### src/verilog/strap_pkg.sv
// Shared constants and types for the strap latch and pin role block
package strap_pkg;
  // Register byte addresses on the Wishbone bus
  localparam logic [7:0] WB_STRAP   = 8'h00;
  localparam logic [7:0] WB_STATUS  = 8'h04;
  localparam logic [7:0] WB_MASK    = 8'h08;
  localparam logic [7:0] WB_PHYCTL  = 8'h0C;
  localparam logic [7:0] WB_PINCFG  = 8'h10;
  // Management register numbers
  localparam logic [4:0] REG_INT    = 5'h1B;
  localparam logic [4:0] REG_PHYCTL = 5'h1F;
  // Management frame opcodes and bit counts
  localparam logic [1:0] OP_WR      = 2'h1;
  localparam logic [1:0] OP_RD      = 2'h2;
  localparam logic [4:0] HDR_LAST   = 5'h0C;
  localparam logic [4:0] DATA_LAST  = 5'h0F;
  // Field positions
  localparam int POL_BIT  = 14;
  localparam int WOL_BIT  = 7;
  localparam int PME_BIT  = 0;
  // Mode strap codes, fixed address high bits and PHYCTL reset value
  localparam logic [3:0] MODE_NAND  = 4'h4;
  localparam logic [3:0] MODE_PDOWN = 4'h7;
  localparam logic [1:0] MODE_RGMII = 2'h3;
  localparam logic [1:0] ADDR_HI    = 2'h0;
  localparam logic [15:0] PHYCTL_RST = 16'h0000;

  typedef enum logic [1:0] {
    OP_RESERVED,
    OP_NAND,
    OP_PDOWN,
    OP_RGMII
  } op_mode_e;

  typedef enum logic [1:0] {
    M_IDLE,
    M_HDR,
    M_TA,
    M_DATA
  } mdio_e;
endpackage

### src/verilog/strap_sync.sv
// Two-stage synchroniser for pins entering the system clock domain
module strap_sync #(
  parameter int W = 8
) (
  input  wire logic         clk_i,  // System clock
  input  wire logic         rst_i,  // Synchronous reset
  input  wire logic [W-1:0] d_i,    // Asynchronous inputs
  output logic      [W-1:0] q_o     // Synchronised outputs
);
  typedef struct packed {
    logic [W-1:0] meta;
    logic [W-1:0] sync;
  } sync_s;

  sync_s st_reg;
  sync_s st_next;

  always_comb begin
    st_next.meta = d_i;
    st_next.sync = st_reg.meta;
  end

  always_ff @(posedge clk_i) begin
    if (rst_i) begin
      st_reg <= '0;
    end else begin
      st_reg <= st_next;
    end
  end

  assign q_o = st_reg.sync;
endmodule

### src/verilog/strap_latch_pin_roles.sv
// Strap capture, shared pin roles, interrupt pin and management access
// Functional notes
// RULE1: Receive data pins are latched as the four mode strap bits in reset.
// RULE2: The receive clock pin is latched as management address bit 2.
// RULE3: The receive control pin is latched as reference clock enable.
// RULE4: In RGMII mode the strap pins carry RD3..RD0, RX_CTL and RXC.
// RULE5: The MAC drives TX_CTL into the transmit enable input.
// RULE6: The management data line is sampled and driven on the MDC clock.
// RULE7: Register 1Bh sets the interrupt conditions and shows the status.
// RULE8: The interrupt pin is active low unless bit 14 of 1Fh is set.
// RULE9: In wake option the shared pin goes low on a wake-on-LAN event.
// RULE10: The interrupt pin is always driven to both levels.
// RULE11: At 1000 Mb/s pair D carries BI_DD for MDI, BI_DC for MDI-X.
// RULE12: Mode 0100 is NAND tree, 0111 power-down, 11xx RGMII.
// RULE13: Straps are taken at the rising edge of the reset pin.
// RULE14: Address bits 4 and 3 are always zero.
// RULE15: The strap enables or disables the reference clock output.
// RULE16: Strap pins stay undriven in reset and until straps are held.
//
// Our own choices: the Wishbone slave port and the address map.
module strap_latch_pin_roles #(
  parameter logic [1:0] ADDR_LOW = 2'h0
) (
  input  wire logic        clk_i,                 // 40 MHz clock
  input  wire logic        rst_i,                 // Sync reset
  input  wire logic        hw_reset_n_i,          // Reset pin, low active
  input  wire logic [3:0]  op_select_strap_i,     // RXD pins in
  output logic      [3:0]  rxd_o,                 // RXD pins out
  output logic             rxd_oe_o,              // RXD drive enable
  input  wire logic        rx_control_pin_i,      // RX_CTL pin in
  output logic             rx_control_pin_o,      // RX_CTL pin out
  output logic             rx_control_pin_oe_o,   // RX_CTL drive enable
  input  wire logic        mgmt_addr_strap_b2_i,  // RXC pin in
  output logic             rx_clk_pin_o,          // RXC pin out
  output logic             rx_clk_pin_oe_o,       // RXC drive enable
  input  wire logic [3:0]  rgmii_rxd_i,           // Core receive data
  input  wire logic        rgmii_rx_ctl_i,        // Core receive control
  input  wire logic        rgmii_rxc_i,           // Core receive clock
  input  wire logic        mdc_i,                 // Management clock pin
  input  wire logic        mdio_i,                // Management data in
  output logic             mdio_o,                // Management data out
  output logic             mdio_oe_o,             // Management drive
  input  wire logic [6:0]  event_i,               // Core event pulses
  input  wire logic        wol_i,                 // Wake event pulse
  output logic             wake_event_output_o,   // Interrupt/wake pin
  input  wire logic        speed_1000_i,          // Gigabit link
  input  wire logic        mdix_i,                // Crossover selected
  input  wire logic        bi_dd_i,               // Pair D symbol
  input  wire logic        bi_dc_i,               // Pair C symbol
  output logic             media_pair_d_pos_o,    // Pair D plus
  output logic             media_pair_d_neg_o,    // Pair D minus
  output logic             media_pair_d_oe_o,     // Pair D active
  output logic [4:0]       mgmt_addr_o,           // Management address
  output logic [1:0]       op_mode_o,             // Decoded mode
  output logic [1:0]       adv_sel_o,             // Advertised set
  output logic             ref_clk_oe_o,          // Ref clock enable
  output logic             straps_valid_o,        // Straps captured
  output logic             irq_o,                 // Interrupt, high
  input  wire logic        wb_cyc_i,              // Wishbone cycle
  input  wire logic        wb_stb_i,              // Wishbone strobe
  input  wire logic        wb_we_i,               // Wishbone write
  input  wire logic [7:0]  wb_adr_i,              // Byte address
  input  wire logic [3:0]  wb_sel_i,              // Byte selects
  input  wire logic [31:0] wb_dat_i,              // Write data
  output logic [31:0]      wb_dat_o,              // Read data
  output logic             wb_ack_o               // Acknowledge
);
  typedef struct packed {
    logic                rst_n_prev;
    logic                mdc_prev;
    logic                captured;
    logic [3:0]          mode;
    logic [4:0]          addr;
    logic                clk_en;
    strap_pkg::op_mode_e op;
    logic [1:0]          adv;
    logic [7:0]          status;
    logic [7:0]          mask;
    logic [15:0]         ctrl;
    logic                pme_sel;
    logic                irq;
    logic                pin;
    logic                wb_ack;
    logic [31:0]         wb_dat;
    logic [3:0]          rxd;
    logic                rxd_oe;
    logic                rxctl;
    logic                rxc;
    logic                pd_pos;
    logic                pd_neg;
    logic                pd_oe;
    strap_pkg::mdio_e    mst;
    logic [4:0]          cnt;
    logic [15:0]         sh;
    logic                rd;
    logic                wr;
    logic [4:0]          regsel;
    logic                mdio_out;
    logic                mdio_oe;
  } st_s;

  st_s        st_reg;
  st_s        st_next;
  logic [8:0] sq;
  logic [3:0] s_rxd;
  logic       s_rxctl;
  logic       s_rxc;
  logic       s_mdc;
  logic       s_mdio;
  logic       s_rst_n;
  logic       rst_rise;
  logic       mdc_rise;

  strap_sync #(
    .W (9)
  ) u_sync (
    .clk_i (clk_i),
    .rst_i (rst_i),
    .d_i   ({hw_reset_n_i, mdio_i, mdc_i, mgmt_addr_strap_b2_i,
             rx_control_pin_i, op_select_strap_i}),
    .q_o   (sq)
  );

  assign s_rxd    = sq[3:0];
  assign s_rxctl  = sq[4];
  assign s_rxc    = sq[5];
  assign s_mdc    = sq[6];
  assign s_mdio   = sq[7];
  assign s_rst_n  = sq[8];
  assign rst_rise = s_rst_n & ~st_reg.rst_n_prev;
  assign mdc_rise = s_mdc & ~st_reg.mdc_prev;

  always_comb begin
    logic [12:0] hdr;
    logic [15:0] rv;
    logic [15:0] wd;
    logic [7:0]  clr;
    logic        act;
    logic        sel;
    logic        req;
    hdr = '0;
    rv  = '0;
    wd  = '0;
    clr = '0;
    act = 1'b0;
    sel = 1'b0;
    req = wb_cyc_i & wb_stb_i & ~st_reg.wb_ack;
    st_next = st_reg;
    st_next.rst_n_prev = s_rst_n;
    st_next.mdc_prev   = s_mdc;

    // Strap capture at reset pin release
    if (!s_rst_n) begin
      st_next.captured = 1'b0;
    end else if (rst_rise) begin // RULE13
      st_next.captured = 1'b1;
      st_next.mode     = s_rxd; // RULE1
      st_next.addr     = {strap_pkg::ADDR_HI, s_rxc, ADDR_LOW}; // RULE2 RULE14
      st_next.clk_en   = s_rxctl; // RULE3
    end
    if (st_next.mode == strap_pkg::MODE_NAND) begin // RULE12
      st_next.op = strap_pkg::OP_NAND;
    end else if (st_next.mode == strap_pkg::MODE_PDOWN) begin
      st_next.op = strap_pkg::OP_PDOWN;
    end else if (st_next.mode[3:2] == strap_pkg::MODE_RGMII) begin
      st_next.op = strap_pkg::OP_RGMII;
    end else begin
      st_next.op = strap_pkg::OP_RESERVED;
    end
    st_next.adv = (st_next.op == strap_pkg::OP_RGMII) ?
                  st_next.mode[1:0] : 2'h0;

    // Shared pins turn into RGMII outputs one cycle after capture
    st_next.rxd_oe = (st_reg.op == strap_pkg::OP_RGMII) &
                     st_reg.captured & s_rst_n; // RULE16
    st_next.rxd    = rgmii_rxd_i; // RULE4
    st_next.rxctl  = rgmii_rx_ctl_i;
    st_next.rxc    = rgmii_rxc_i;

    // Wishbone slave, one registered ack per request, one cycle after the strobe
    st_next.wb_ack = req;
    if (req) begin
      st_next.wb_dat = '0;
      if (wb_we_i) begin
        if (wb_adr_i == strap_pkg::WB_STATUS) begin
          clr = wb_sel_i[0] ? wb_dat_i[7:0] : 8'h00;
        end else if (wb_adr_i == strap_pkg::WB_MASK) begin
          if (wb_sel_i[0]) st_next.mask = wb_dat_i[7:0];
        end else if (wb_adr_i == strap_pkg::WB_PHYCTL) begin
          if (wb_sel_i[0]) st_next.ctrl[7:0] = wb_dat_i[7:0];
          if (wb_sel_i[1]) st_next.ctrl[15:8] = wb_dat_i[15:8];
        end else if (wb_adr_i == strap_pkg::WB_PINCFG) begin
          if (wb_sel_i[0]) st_next.pme_sel = wb_dat_i[strap_pkg::PME_BIT];
        end
      end else begin
        if (wb_adr_i == strap_pkg::WB_STRAP) begin
          st_next.wb_dat = {19'h0, st_reg.op, st_reg.clk_en, st_reg.addr,
                            st_reg.mode, st_reg.captured};
        end else if (wb_adr_i == strap_pkg::WB_STATUS) begin
          st_next.wb_dat = {24'h0, st_reg.status};
        end else if (wb_adr_i == strap_pkg::WB_MASK) begin
          st_next.wb_dat = {24'h0, st_reg.mask};
        end else if (wb_adr_i == strap_pkg::WB_PHYCTL) begin
          st_next.wb_dat = {16'h0, st_reg.ctrl};
        end else if (wb_adr_i == strap_pkg::WB_PINCFG) begin
          st_next.wb_dat = {31'h0, st_reg.pme_sel};
        end
      end
    end

    // Management frame slave on synchronised MDC rising edges
    if (st_reg.regsel == strap_pkg::REG_INT) begin // RULE7
      rv = {st_reg.mask, st_reg.status};
    end else if (st_reg.regsel == strap_pkg::REG_PHYCTL) begin
      rv = st_reg.ctrl;
    end
    hdr = {st_reg.sh[11:0], s_mdio};
    wd  = {st_reg.sh[14:0], s_mdio};
    case (st_reg.mst)
      strap_pkg::M_IDLE: begin
        if (mdc_rise && !s_mdio) begin // RULE6
          st_next.mst = strap_pkg::M_HDR;
          st_next.cnt = '0;
        end
      end
      strap_pkg::M_HDR: begin
        if (mdc_rise) begin
          st_next.sh  = wd;
          st_next.cnt = st_reg.cnt + 5'h01;
          if (st_reg.cnt == strap_pkg::HDR_LAST) begin
            st_next.cnt    = '0;
            st_next.regsel = hdr[4:0];
            st_next.rd     = hdr[12] && hdr[9:5] == st_reg.addr &&
                             hdr[11:10] == strap_pkg::OP_RD;
            st_next.wr     = hdr[12] && hdr[9:5] == st_reg.addr &&
                             hdr[11:10] == strap_pkg::OP_WR;
            st_next.mst    = hdr[12] ? strap_pkg::M_TA : strap_pkg::M_IDLE;
          end
        end
      end
      strap_pkg::M_TA: begin
        if (mdc_rise) begin
          st_next.cnt = st_reg.cnt + 5'h01;
          if (st_reg.cnt == 5'h00) begin
            st_next.mdio_oe  = st_reg.rd;
            st_next.mdio_out = 1'b0;
          end else begin
            st_next.mst      = strap_pkg::M_DATA;
            st_next.cnt      = '0;
            st_next.mdio_out = st_reg.rd & rv[15];
            st_next.sh       = {rv[14:0], 1'b0};
          end
        end
      end
      strap_pkg::M_DATA: begin
        if (mdc_rise) begin
          st_next.cnt      = st_reg.cnt + 5'h01;
          st_next.sh       = st_reg.rd ? {st_reg.sh[14:0], 1'b0} : wd;
          st_next.mdio_out = st_reg.rd & st_reg.sh[15];
          if (st_reg.cnt == strap_pkg::DATA_LAST) begin
            st_next.mst      = strap_pkg::M_IDLE;
            st_next.mdio_oe  = 1'b0;
            st_next.mdio_out = 1'b0;
            st_next.rd       = 1'b0;
            st_next.wr       = 1'b0;
            if (st_reg.wr && st_reg.regsel == strap_pkg::REG_INT) begin
              st_next.mask = wd[15:8]; // RULE7
            end else if (st_reg.wr &&
                         st_reg.regsel == strap_pkg::REG_PHYCTL) begin
              st_next.ctrl = wd; // RULE8
            end
          end
        end
      end
      default: begin
        st_next.mst = strap_pkg::M_IDLE;
      end
    endcase

    // Sticky events, a set beats a clear in the same cycle
    st_next.status = (st_reg.status & ~clr) | {wol_i, event_i};
    act = |(st_next.status & st_next.mask);
    st_next.irq = act;
    if (st_next.pme_sel) begin
      st_next.pin = ~st_next.status[strap_pkg::WOL_BIT]; // RULE9
    end else begin
      st_next.pin = st_next.ctrl[strap_pkg::POL_BIT] ? act : ~act; // RULE8
    end

    // Pair D carries DD or DC at gigabit, idle otherwise
    sel = mdix_i ? bi_dc_i : bi_dd_i;
    st_next.pd_oe  = speed_1000_i; // RULE11
    st_next.pd_pos = speed_1000_i & sel;
    st_next.pd_neg = speed_1000_i & ~sel;
  end

  always_ff @(posedge clk_i) begin
    if (rst_i) begin
      st_reg      <= '0;
      st_reg.pin  <= 1'b1;
      st_reg.ctrl <= strap_pkg::PHYCTL_RST;
    end else begin
      st_reg <= st_next;
    end
  end

  assign rxd_o               = st_reg.rxd;
  assign rxd_oe_o            = st_reg.rxd_oe;
  assign rx_control_pin_o    = st_reg.rxctl;
  assign rx_control_pin_oe_o = st_reg.rxd_oe;
  assign rx_clk_pin_o        = st_reg.rxc;
  assign rx_clk_pin_oe_o     = st_reg.rxd_oe;
  assign mdio_o              = st_reg.mdio_out;
  assign mdio_oe_o           = st_reg.mdio_oe;
  assign wake_event_output_o = st_reg.pin; // RULE10
  assign media_pair_d_pos_o  = st_reg.pd_pos;
  assign media_pair_d_neg_o  = st_reg.pd_neg;
  assign media_pair_d_oe_o   = st_reg.pd_oe;
  assign mgmt_addr_o         = st_reg.addr;
  assign op_mode_o           = st_reg.op;
  assign adv_sel_o           = st_reg.adv;
  assign ref_clk_oe_o        = st_reg.clk_en; // RULE15
  assign straps_valid_o      = st_reg.captured;
  assign irq_o               = st_reg.irq;
  assign wb_dat_o            = st_reg.wb_dat;
  assign wb_ack_o            = st_reg.wb_ack;
endmodule

### config.mk
export PLATFORM = sky130hd
export DESIGN_NAME = strap_latch_pin_roles
export DESIGN_NICKNAME = d
export VERILOG_FILES = /design/src/verilog/strap_pkg.sv /design/src/verilog/strap_sync.sv /design/src/verilog/strap_latch_pin_roles.sv
export SDC_FILE = /design/constraint.sdc
export NUM_CORES = 1
export LEC_CHECK = 0
export BUFFER_PORTS_ARGS = -buffer_cell sky130_fd_sc_hd__buf_2
export CAP_MARGIN = 0
export CORE_AREA = 5 5 120 122
export DETAILED_ROUTE_END_ITERATION = 6
export DIE_AREA = 0 0 125 127
export GPL_ROUTABILITY_DRIVEN = 1
export GPL_TIMING_DRIVEN = 0
export PLACE_DENSITY = 0.78
export SYNTH_ARGS = -nofsm -noshare
export SYNTH_HDL_FRONTEND = slang
export SYNTH_SLANG_ARGS = --single-unit
### constraint.sdc
create_clock -name clk_i -period 6.58 [get_ports clk_i]
set_input_delay 1.316 -clock clk_i [delete_from_list [all_inputs] [get_ports clk_i]]
set_output_delay 1.316 -clock clk_i [all_outputs]
set_load 0.1 [all_outputs]
* After elaboration in Yosys (flattened, before gate mapping)
Index checks and enable logic that the tools add are counted.
** Storage, ports and cells
- Input bits :: 76
- Logic and storage cells :: 164
- Register bits :: 141
** Operators by class
- Bitwise logic cells :: 22
- Eq/ne operators :: 27
- Add/subtract/negate cells :: 1
- Reduce and logical (&&, ||, !) cells :: 24
- Muxes and demuxes :: 57
** Operator list (number)
- 16-bit 2-to-1 mux :: 10
- 25-bit 2-to-1 mux :: 4
- 24-bit 2-to-1 mux :: 3
- 8-bit 2-to-1 mux :: 9
- 16-bit one-hot mux with 3 select lines :: 1
- 23-bit 2-to-1 mux :: 2
- 30-bit 2-to-1 mux :: 1
- 7-bit one-hot mux with 4 select lines :: 1
- 7-bit 2-to-1 mux :: 3
- 10-bit 2-to-1 mux :: 2
- 17-bit 2-to-1 mux :: 1
- 8-bit bitwise AND :: 2
- 8-bit by 4-bit == test with 1-bit output, second input constant :: 2
- 2-bit 2-to-1 mux :: 8
- 2-bit inequality test, second input constant :: 8
- 5-bit AND reduction :: 3
- 2-bit == test, second input constant :: 6
- 1-bit bitwise AND :: 10
- 5-bit by 4-bit == test with 1-bit output, second input constant :: 2
- 5-bit == test, second input constant :: 2
- 1-bit 2-to-1 mux :: 10
- 4-bit by 3-bit == test with 1-bit output, second input constant :: 2
- 8-bit by 3-bit == test with 1-bit output, second input constant :: 1
- 8-bit by 5-bit == test with 1-bit output, second input constant :: 1
- other kinds (20) :: 37

* Logic depth before layout (Yosys ltp)
Gate-level depths: netlist (run 1).
- Depth after elaboration :: 17
- Mapped depth :: 11
- Depth with buffers taken out :: 10

* By module
A second synthesis (run 1) with hierarchy kept.
** Second synthesis, totals
- Cell total of the unflattened synthesis :: 688
- Area total of the unflattened synthesis :: 5874.4 µm²
** Modules (own cells, without submodules)
- strap_latch_pin_roles :: seq. area each 2142.1 µm², area each 5385.2 µm², cells an instance 651, instances 1
- strap_sync :: seq. area each 360.3 µm², area each 489.2 µm², cells an instance 37, instances 1

* Worst setup path after synthesis (run 1)
Ideal clock, no wire load.
- Path type :: input to register
- Start point :: input port wb_adr_i[5]
- End point :: register st_reg (netlist bit wake_event_output_o)
- Arrival time :: 3.208 ns
- Path slack :: 3.226 ns
- Required time :: 6.434 ns
- Stages on the path :: 7
- Setup time :: 0.146 ns
- Cells stage by stage :: or4_4 > nor4_4 > mux2_4 > mux2i_2 > nand3b_1 > a21oi_1 > a311oi_1
** Between the ends
- Longest elaborated chain between the ends :: 14
- Elaborated cells on any way between the ends :: 30
- Those cells by class :: eq/ne: 4; mux: 19; bitwise: 6; reduce/logical: 1
** RTL lines
- from (decl) :: RTL line strap_latch_pin_roles.sv:62 : input wire logic [7:0] wb_adr_i,
- 8-bit by 4-bit == test with 1-bit output :: RTL line strap_latch_pin_roles.sv:187 : end else if (wb_adr_i == strap_pkg::WB_MASK) begin
- 8-bit 2-to-1 mux :: RTL line strap_latch_pin_roles.sv:187
- 25-bit 2-to-1 mux :: RTL line strap_latch_pin_roles.sv:185 : if (wb_adr_i == strap_pkg::WB_STATUS) begin
- 25-bit 2-to-1 mux :: RTL line strap_latch_pin_roles.sv:184 : if (wb_we_i) begin
- 25-bit 2-to-1 mux :: RTL line strap_latch_pin_roles.sv:182 : if (req) begin
- 8-bit 2-to-1 mux :: RTL line strap_latch_pin_roles.sv:266 : if (st_reg.wr && st_reg.regsel == strap_pkg::REG_INT) begin
- 24-bit 2-to-1 mux :: RTL line strap_latch_pin_roles.sv:260 : if (st_reg.cnt == strap_pkg::DATA_LAST) begin
- 24-bit 2-to-1 mux :: RTL line strap_latch_pin_roles.sv:256 : if (mdc_rise) begin
- 24-bit 2-to-1 mux :: RTL line strap_latch_pin_roles.sv:219 : case (st_reg.mst)
- 8-bit bitwise AND :: RTL line strap_latch_pin_roles.sv:282 : act = |(st_next.status & st_next.mask);
- 8-bit OR reduction :: RTL line strap_latch_pin_roles.sv:282
- 1-bit inverter :: RTL line strap_latch_pin_roles.sv:287 : st_next.pin = st_next.ctrl[strap_pkg::POL_BIT] ? act : ~act;
- 1-bit 2-to-1 mux :: RTL line strap_latch_pin_roles.sv:287
- 1-bit 2-to-1 mux * :: RTL line strap_latch_pin_roles.sv:284 : if (st_next.pme_sel) begin
- to (signal assigned) :: RTL line strap_latch_pin_roles.sv:303 : st_reg <= st_next;
- to (decl) :: RTL line strap_latch_pin_roles.sv:102 : st_s st_reg;
Mark *: on every way between the ends. The rest lies on a longest branch, timed or not.
A chain may end at the register's enable or synchronous reset.

* Worst setup path after layout (run 1)
- Start point :: input port wb_stb_i
- End point :: register st_reg (netlist bit wake_event_output_o)
** Between the ends
- Longest elaborated chain between the ends :: 12
- Elaborated cells on any way between the ends :: 19
- Those cells by class :: mux: 10; bitwise: 8; reduce/logical: 1
** RTL lines
- from (decl) :: RTL line strap_latch_pin_roles.sv:60 : input wire logic wb_stb_i,
- 1-bit bitwise AND * (2 in a row) :: RTL line strap_latch_pin_roles.sv:147 : req = wb_cyc_i & wb_stb_i & ~st_reg.wb_ack;
- 25-bit 2-to-1 mux :: RTL line strap_latch_pin_roles.sv:182
- 8-bit 2-to-1 mux :: RTL line strap_latch_pin_roles.sv:266
- 24-bit 2-to-1 mux :: RTL line strap_latch_pin_roles.sv:260
- 24-bit 2-to-1 mux :: RTL line strap_latch_pin_roles.sv:256
- 24-bit 2-to-1 mux :: RTL line strap_latch_pin_roles.sv:219
- 8-bit bitwise AND :: RTL line strap_latch_pin_roles.sv:282
- 8-bit OR reduction :: RTL line strap_latch_pin_roles.sv:282
- 1-bit inverter :: RTL line strap_latch_pin_roles.sv:287
- 1-bit 2-to-1 mux :: RTL line strap_latch_pin_roles.sv:287
- 1-bit 2-to-1 mux * :: RTL line strap_latch_pin_roles.sv:284
Marks and branches as above.

==> results of run 1 <==
==> stage by stage <==
step | total power [W] | hold slack, ns
floorplan | 0.000930 | 0.413
global placement | 0.000973 | 0.420
detailed placement | 0.000974 | 0.421
CTS | 0.00193 | 0.436
global route | 0.00198 | 0.457
finish | 0.00193 | 0.432
==> area by class of cell <==
| cell class | instances | area [sq um] |
|---|---|---|
| repair buffers | 94 | 470 |
| well taps | 176 | 220 |
| clock buffers | 22 | 474 |
| multi-input cells | 468 | 2870 |
| fillers | 1162 | 5870 |
| flip-flops and latches | 125 | 2500 |
| clock inverters | 10 | 138 |
| plain buffers | 87 | 505 |
| inverters | 9 | 33.8 |
==> placed cells by master, fill, tap and decap left out, types with 3 or more instances in the layout <==
cell,netlist,layout
sky130_fd_sc_hd__clkbuf_8,0,3
sky130_fd_sc_hd__clkbuf_16,0,17
sky130_fd_sc_hd__mux2i_1,48,48
sky130_fd_sc_hd__o21ai_0,27,27
sky130_fd_sc_hd__a22o_1,3,3
sky130_fd_sc_hd__nand2b_1,6,6
sky130_fd_sc_hd__o22ai_1,7,7
sky130_fd_sc_hd__and3_1,3,3
sky130_fd_sc_hd__and2_1,3,3
sky130_fd_sc_hd__nand4_1,5,5
sky130_fd_sc_hd__o211ai_1,20,20
sky130_fd_sc_hd__dfxtp_1,125,125
sky130_fd_sc_hd__a211oi_1,27,27
sky130_fd_sc_hd__a32oi_1,4,4
sky130_fd_sc_hd__nor2_1,100,100
sky130_fd_sc_hd__nand2_1,52,52
sky130_fd_sc_hd__buf_4,47,47
sky130_fd_sc_hd__nor3_1,6,6
sky130_fd_sc_hd__buf_2,2,96
sky130_fd_sc_hd__a21oi_1,26,26
sky130_fd_sc_hd__a22oi_1,11,11
sky130_fd_sc_hd__inv_1,9,9
sky130_fd_sc_hd__conb_1,1,20
sky130_fd_sc_hd__nand3_1,6,6
sky130_fd_sc_hd__nand4b_1,10,10
sky130_fd_sc_hd__nor2b_1,34,34
sky130_fd_sc_hd__a41oi_1,7,7
sky130_fd_sc_hd__ha_1,3,3
sky130_fd_sc_hd__or3_1,3,3
sky130_fd_sc_hd__bufinv_16,0,3
sky130_fd_sc_hd__clkinvlp_4,0,5
sky130_fd_sc_hd__clkbuf_1,36,38
==> power by group through the flow <==
stage	Clock [W]	Sequential (W)	Combinational (W)
global route	0.00101	0.000781	0.000191
finish	0.000964	0.000780	0.000181
CTS	0.000972	0.000780	0.000179
floorplan	0	0.000808	0.000122
detailed placement	0	0.000796	0.000178
global placement	0	0.000796	0.000178
==> metal layers <==
metal | share of wire [%] | track usage (%) | vias up
met5 | 0 | 0 | -
met4 | 2.8 | 10.0 | 0
met3 | 10 | 5.05 | 41
met2 | 46 | 32.5 | 288
met1 | 41 | 27.9 | 2549
li1 | - | - | 2577
==> kinds of logic after synthesis <==
family	after synthesis	share of synthesized area (%)
other cells	1	0.0642
compound gates	144	16.6
buf+inv	96	9.24
mux	52	9.11
flops	125	42.9
fa+ha+maj	3	0.643
simple gates	248	21.4
xor+xnor	1	0.150
==> worst paths after layout <==
| kind | startpoint | endpoint | slack [ns] | cells past startpoint |
|---|---|---|---|---|
| worst min-delay path | u_sync.st_next[8] | u_sync.q_o[8] | 0.43 | 1 |
| worst min register to register | u_sync.st_next[8] | u_sync.q_o[8] | 0.43 | 1 |
| worst max register to register | st_reg[25] | wake_event_output_o | 3.54 | 11 |
| worst max-delay path | wb_stb_i | wake_event_output_o | 3.12 | 10 |
==> flow_results.org, run 1 <==
** Die
- DIE HEIGHT :: between 100 and 150 um
- From left edge to right edge, the die measures 125 um.
- Starting Density :: between 40 and 50%
- The core region is approximately 0.013 sq mm.
- The die covers 0.0159 sq mm.
- During I/O placement, the number of pins put on the boundary was between 100 and 150.
- After floorplanning, the core was divided into 42 placement rows.

** Pwr
- Combinational logic is responsible for under 10% of the overall power.
- In this run, the clock network consumes 50.1% of the power.
- Part of the power in registers :: 40.5%
- Across the VDD grid, the largest voltage drop is 0.183 mV.
- Power spread over the standard cell area amounts to 267 mW/mm^2.
- Static leakage :: about 2.9 nW
- The internal portion of the total power is between 0.001 and 0.0015 W.
- Net load switching power :: between 0.0004 and 0.0005 W
- Of the total power, the share spent switching nets is between 20% and 30%.

** Critical path
- The cell family contributing the most delay on the critical path is compound AO/OA/AOI/OAI gates.
- Most frequent cell on the critical path :: sky130_fd_sc_hd__clkbuf_1
- Worst setup SP type :: input pin
- List of cells traversed by the critical path :: buf_2 > and3b_1 > clkbuf_1 > clkbuf_1 > nand4b_1 > o22ai_1 > a211oi_1 > a2111oi_2 > a21oi_1 > a311oi_1
- Cell type of the slowest stage on the worst timing path :: sky130_fd_sc_hd__clkbuf_1
- Slowest cell delay on critical path :: roughly 0.49 ns
- Of all nets on the critical path, the largest fanout is 10.
- Worst path bufs/invs :: 3
- The worst setup path is captured at a register.
- Data arrives at the worst endpoint at 3.78 ns.
- Type of the worst setup path :: input pin to register
- STA puts the critical path data required time at around 6.9 ns.

** Timing
- Adding up every negative setup slack in the final design gives 0 ns.
- For the pin with the worst max-slew slack, the measured transition is 0.909 ns.
- The clock period could shrink to between 3 and 4 ns.
- Setup repair after global routing left no endpoint under its margin.
- Final hold viol count :: 0
- Timing-limited maximum frequency :: 0.289 GHz
- Final setup violation count :: 0
- Part of the cycle the worst path needs :: around 53%
- After layout, the worst setup slack is ~3.1 ns.
- Max_slew headroom :: between 30% and 40%
- Clock skew on the completed layout was measured at around 0.016 ns.
- The final max-slew violation count is 0.

** Clock tree
- # hold bufs at CTS :: 0
- Clk root buf :: sky130_fd_sc_hd__clkbuf_16
- Post-CTS clock slew at the launch and capture registers of the worst setup and hold paths :: approximately 0.060 ns
- In this run the post-CTS setup repair buffer count came out at 0.
- TritonCTS clock tree :: built
- Number of buffers between clock root and the deepest sink :: 2
- Total CTS buffers :: 17
- Clock latency on the worst-skew pair, taken at its later pin, is 0.43 ns.
- CTS H-tree depth :: 4
- CTS saw approximately 130 sinks.
- Post_cts resized :: 0

** Detailed routing
- In the routed layout, each cell is associated on average with a via count of roughly 5.5.
- For this run, design rule violations remaining after detail routing come to 0.
- For this run, the detailed router's first-pass iteration total came to 7.
- In this run the remaining antenna-violating nets after routing total 0.
- Detail-routed net length per standard cell :: ~17 um
- For this block, the via count after detailed routing is approximately 5.5k.
- Summed over all layers, the routed wires come to approximately 17 mm.
- The first routing iteration left 550 violations.

** Run status
- The run finished with clean final reports.

** Global route
- Via count of the first global-routing pass :: approximately 5.0k
- Entering global routing, the biggest net connects 17 pins.
- The first global-routing pass estimated 26.5 mm of wire.
- Total Routing Usage GR :: a little over a fifth
- Summed over all layers, the global routing overflow is 0.
- The number of antenna violations at the first check in global routing was 0.

** Logic synthesis
- Synthesized area per cell :: 8.72 sq um
- Async set-reset flop share out of synthesis :: 0%
- By area the synthesized netlist is led by sky130_fd_sc_hd__dfxtp_1, sky130_fd_sc_hd__mux2i_1, sky130_fd_sc_hd__nor2_1.
- Leading cell type by number of instances after synthesis :: sky130_fd_sc_hd__dfxtp_1
- Number of instances in the synthesized netlist :: 670
- Area of the mapped netlist :: 0.00584 sq mm
- In this run, synthesis inferred 0 flip-flops with an integrated enable.
- Cell taking the most area after synthesis :: sky130_fd_sc_hd__dfxtp_1
- The synthesized design contains approximately 130 register bits.
- The most used flip-flop cell after synthesis is sky130_fd_sc_hd__dfxtp_1.
- In the synthesized netlist, the cells that appear most often are sky130_fd_sc_hd__dfxtp_1, sky130_fd_sc_hd__nor2_1, sky130_fd_sc_hd__nand2_1.
- During synthesis, Yosys emitted a total of 0 warnings.
- After synthesis, flip-flops and latches occupy between 40% and 50% of the total area.
- Number of unique standard cell types used by synthesis :: 55
- Summed over its instances, the top area cell type makes up between 40% and 50% of the synthesized netlist area.

** Finish
- Area growth from synthesis to final layout :: 23.5%
- Flip-flop count of the largest register after layout :: 69
- Once layout is done, the placed cells without fillers occupy approximately 0.007 sq mm.
- Final antenna diode count :: 0
- Number of nets in the final layout :: 881
- Layout Utilization :: between 50 and 60%
- Share of final-layout standard cells stronger than drive strength 1 :: 22.7%
- Finished Layout Cells :: 991

** Place
- In this run the tool buffered the top-level ports with 94 buffer cells.
- At the end of routability-driven placement, the weighted congestion stood at roughly 0.9.
- Post-placement worst setup slack :: about 2.7 ns
- Once placement completed, the tool counted placed cells totaling 959.
- In this run the cell area measured after placement is between 0.006 and 0.007 sq mm.
- Dpl hpwl :: 12.4 mm

** Flow run
- Max-cap violations in this run came to 0.

** Worst hold path
- Worst min-delay path category :: register to register
(Power assumes the default switching activity.)
==> inputs of run 2 (changes only) <==
PLACE_DENSITY = 0.81   (was 0.78)
clock period = 2.87 ns   (was 6.58 ns; I/O delays follow)
==> run 2 against run 1 <==
Effect of this change: the flow now finishes with violations (setup timing); critical path depth down 2; via count up 2.8%; worst setup slack worse by 3.1 ns; sequential cell count unchanged; core utilization up 0.24 points; critical endpoint unchanged; largest cell class unchanged.
==> flow_results.org, run 2 (synthesis gave the netlist of run 1 again) <==
** Run status
- Outcome :: finished with violations
- Violated checks :: setup timing

** Timing
- Final worst setup slack :: -0.0169 ns
- Hold timing on the final database bottoms out at a slack of 0.351 ns.
- At the pin with the least slew margin, the transition time is just under 0.9 ns.
- Period minus WS final :: ~2.9 ns
- Setup repair after global routing missed its margin :: yes
- Final setup violation count :: 1
- Final hold viol count :: 0
- Headroom to the max-slew limit came out at 40.9%.
- The final max-slew violation count came to 0.
- Based on the critical path, the design can be clocked at up to 0.346 GHz.
- Part of the cycle the worst path needs :: 101%
- Setup skew after layout :: between 0.008 and 0.009 ns

** Clock tree
- Clk root buf :: sky130_fd_sc_hd__clkbuf_16
- The number of hold buffers added after CTS was 0.
- Clock latency reported for the late side of the worst-skew pair :: around 0.43 ns
- TritonCTS built the clock tree.
- CTS H-tree depth :: 4
- Clock-pin slew was measured on the worst setup and hold paths at ~0.060 ns.
- Total CTS buffers :: 17
- The tree built by TritonCTS fans out to 125 sinks.
- No sink is reached through more buffers than the 2 on the longest clock path.

** Worst hold path
- Min-Delay Endpoint :: media_pair_d_oe_o
- Counting instances, the worst hold path has a depth of 2.
- Worst min-delay path category :: input pin to register
- Hold Startpoint :: rst_i

** Critical path
- Of all nets on the critical path, the largest fanout is 8.
- Crit path required time :: roughly 3.2 ns
- The worst setup path is captured at a register.
- For the worst setup path, the data arrival time is between 3 and 4 ns.
- The worst register-to-register path has a setup slack of around 0.050 ns.
- R2R depth :: 9
- Type of the worst setup path :: input pin to register
- STA classifies the critical path startpoint as an input pin.
- The worst register-to-register path ends at wake_event_output_o.
- In this run the critical register-to-register path is launched from wb_ack_o.

** Place
- IO buf count :: 94
- Detailed placement ended at an HPWL of approximately 13 mm.
- Routability congestion estimate from global placement :: about 0.94
- Post-placement worst setup slack :: -0.263 ns

** Detailed routing
- Remaining antenna violation count after routing :: 0
- Detail-routed net length per standard cell :: 17.6 um
- The final layout contains routed wiring with a total length of 17.5 mm.
- Count of TritonRoute iterations in the first routing pass :: 6
- Number of violations reported at the end of detailed-routing iteration 0 :: around 530
- For this run, design rule violations remaining after detail routing come to 0.
- Mean number of vias per cell :: about 5.7
- The final route contains 5607 vias.

** Finish
- Commonest cells after routing, fill and taps aside :: sky130_fd_sc_hd__dfxtp_1, sky130_fd_sc_hd__nor2_1, sky130_fd_sc_hd__buf_2
- Flip-flop count of the largest register after layout :: a little under 70
- Reg area :: between 0.002 and 0.003 sq mm
- After filler insertion, the fill cell instance count of the layout stands at roughly 1.2k.
- Area growth from synthesis to final layout :: 24.1%
- The library cell used most frequently in the layout, excluding fill and tap cells, is sky130_fd_sc_hd__dfxtp_1.
- Of the cells placed in the final design, the portion with a size suffix greater than 1 is about a quarter.
- Combined area of the multi-input logic cells :: 0.00294 sq mm
- Number of nets in the final layout :: ~880

** Die
- Starting Density :: between 40% and 50%
- Number of top-level design ports :: between 100 and 150
- The floorplan has 42 rows.
- From left edge to right edge, the die measures ~130 um.
- The die covers ~0.016 sq mm.
- In this run the standard cell core region covers about 0.013 sq mm.
- DIE HEIGHT :: around 130 um

** Global route
- Antenna violations before repair :: 1
- Pin count of the biggest net entering global routing :: 17
- Via count of the first global-routing pass :: around 5.2k
- The first global-routing pass estimated 26.9 mm of wire.
- For this run the aggregate overflow at the end of global routing stands at 0.
- Global routing consumed, over all layers together, 21.2% of the routing resources.

** Pwr
- Peak supply drop :: 0.356 mV
- Static leakage :: between 2 and 3 nW
- For this design the ratio of total power to cell area is just under 600 mW/mm^2.
- Design Power :: between 0.004 and 0.005 W

** Flow run
- Max-cap violations in this run came to 0.
-- run 2: report_power, final --
group / switching [W] / internal (W) / leakage, nW
logic: 0.000315 / 0.000103 / 1.59
registers: 0.0000198 / 0.00177 / 1.02
clock network: 0.000838 / 0.00120 / 0.268
-- run 2: how the worst max path moves through the flow --
| stage | from | end | slack, ns |
|---|---|---|---|
| after detailed placement | wb_stb_i | wake_event_output_o | -0.26 |
| after global routing | st_reg[25] | wake_event_output_o | -0.1 |
| final | wb_adr_i[5] | wake_event_output_o | -0.02 |
| after floorplan | wb_ack_o | wake_event_output_o | 0.25 |
| after global placement | wb_adr_i[2] | wake_event_output_o | -0.24 |
| after CTS | st_reg[25] | wake_event_output_o | 0.04 |
-- run 2: metrics by stage --
stage	std cells	setup TNS [ns]	utilization [%]	instance area (sq um)
2_1_floorplan	689	0	-	5910
3_3_place_gp	959	-1.68	50.4	6600
3_5_place_dp	959	-2.02	50.4	6600
4_1_cts	991	0	54.9	7180
5_1_grt	992	-0.0968	55.4	7240
6_report	992	-0.0169	55.4	7240
-- run 2: worst max-delay path, cell delays in order --
cell and delay, ns:
sky130_fd_sc_hd__buf_2 0.11, sky130_fd_sc_hd__or4_4 0.58, sky130_fd_sc_hd__nor3_2 0.73, sky130_fd_sc_hd__a41oi_1 0.30, sky130_fd_sc_hd__a211oi_1 0.42, sky130_fd_sc_hd__a2111oi_2 0.06, sky130_fd_sc_hd__buf_4 0.16, sky130_fd_sc_hd__a311oi_1 0.28
-- run 2: area by class of cell --
| type | instances | area share [%] |
|---|---|---|
| inverters | 9 | 0.466 |
| clock inverters | 14 | 1.87 |
| flip-flops and latches | 125 | 34.5 |
| plain buffers | 86 | 6.96 |
| multi-input cells | 468 | 40.5 |
| repair buffers | 96 | 6.70 |
| clock buffers | 17 | 5.87 |
| diodes | 1 | 0.0345 |
| well taps | 176 | 3.04 |
-- run 2: repair_timing --
item / in CTS / in global routing
setup endpoints to repair: 2 / 26
setup buffers: 2 / 0
resized for setup: 2 / 15
pin swaps: 2 / 4
-- run 2: metal layers --
layer	track usage [%]	part of all wire (%)	vias up
li1	-	-	2587
met1	27.2	40	2582
met2	32.6	44	365
met3	5.93	11	73
met4	11.3	4.1	0
met5	0	0	-
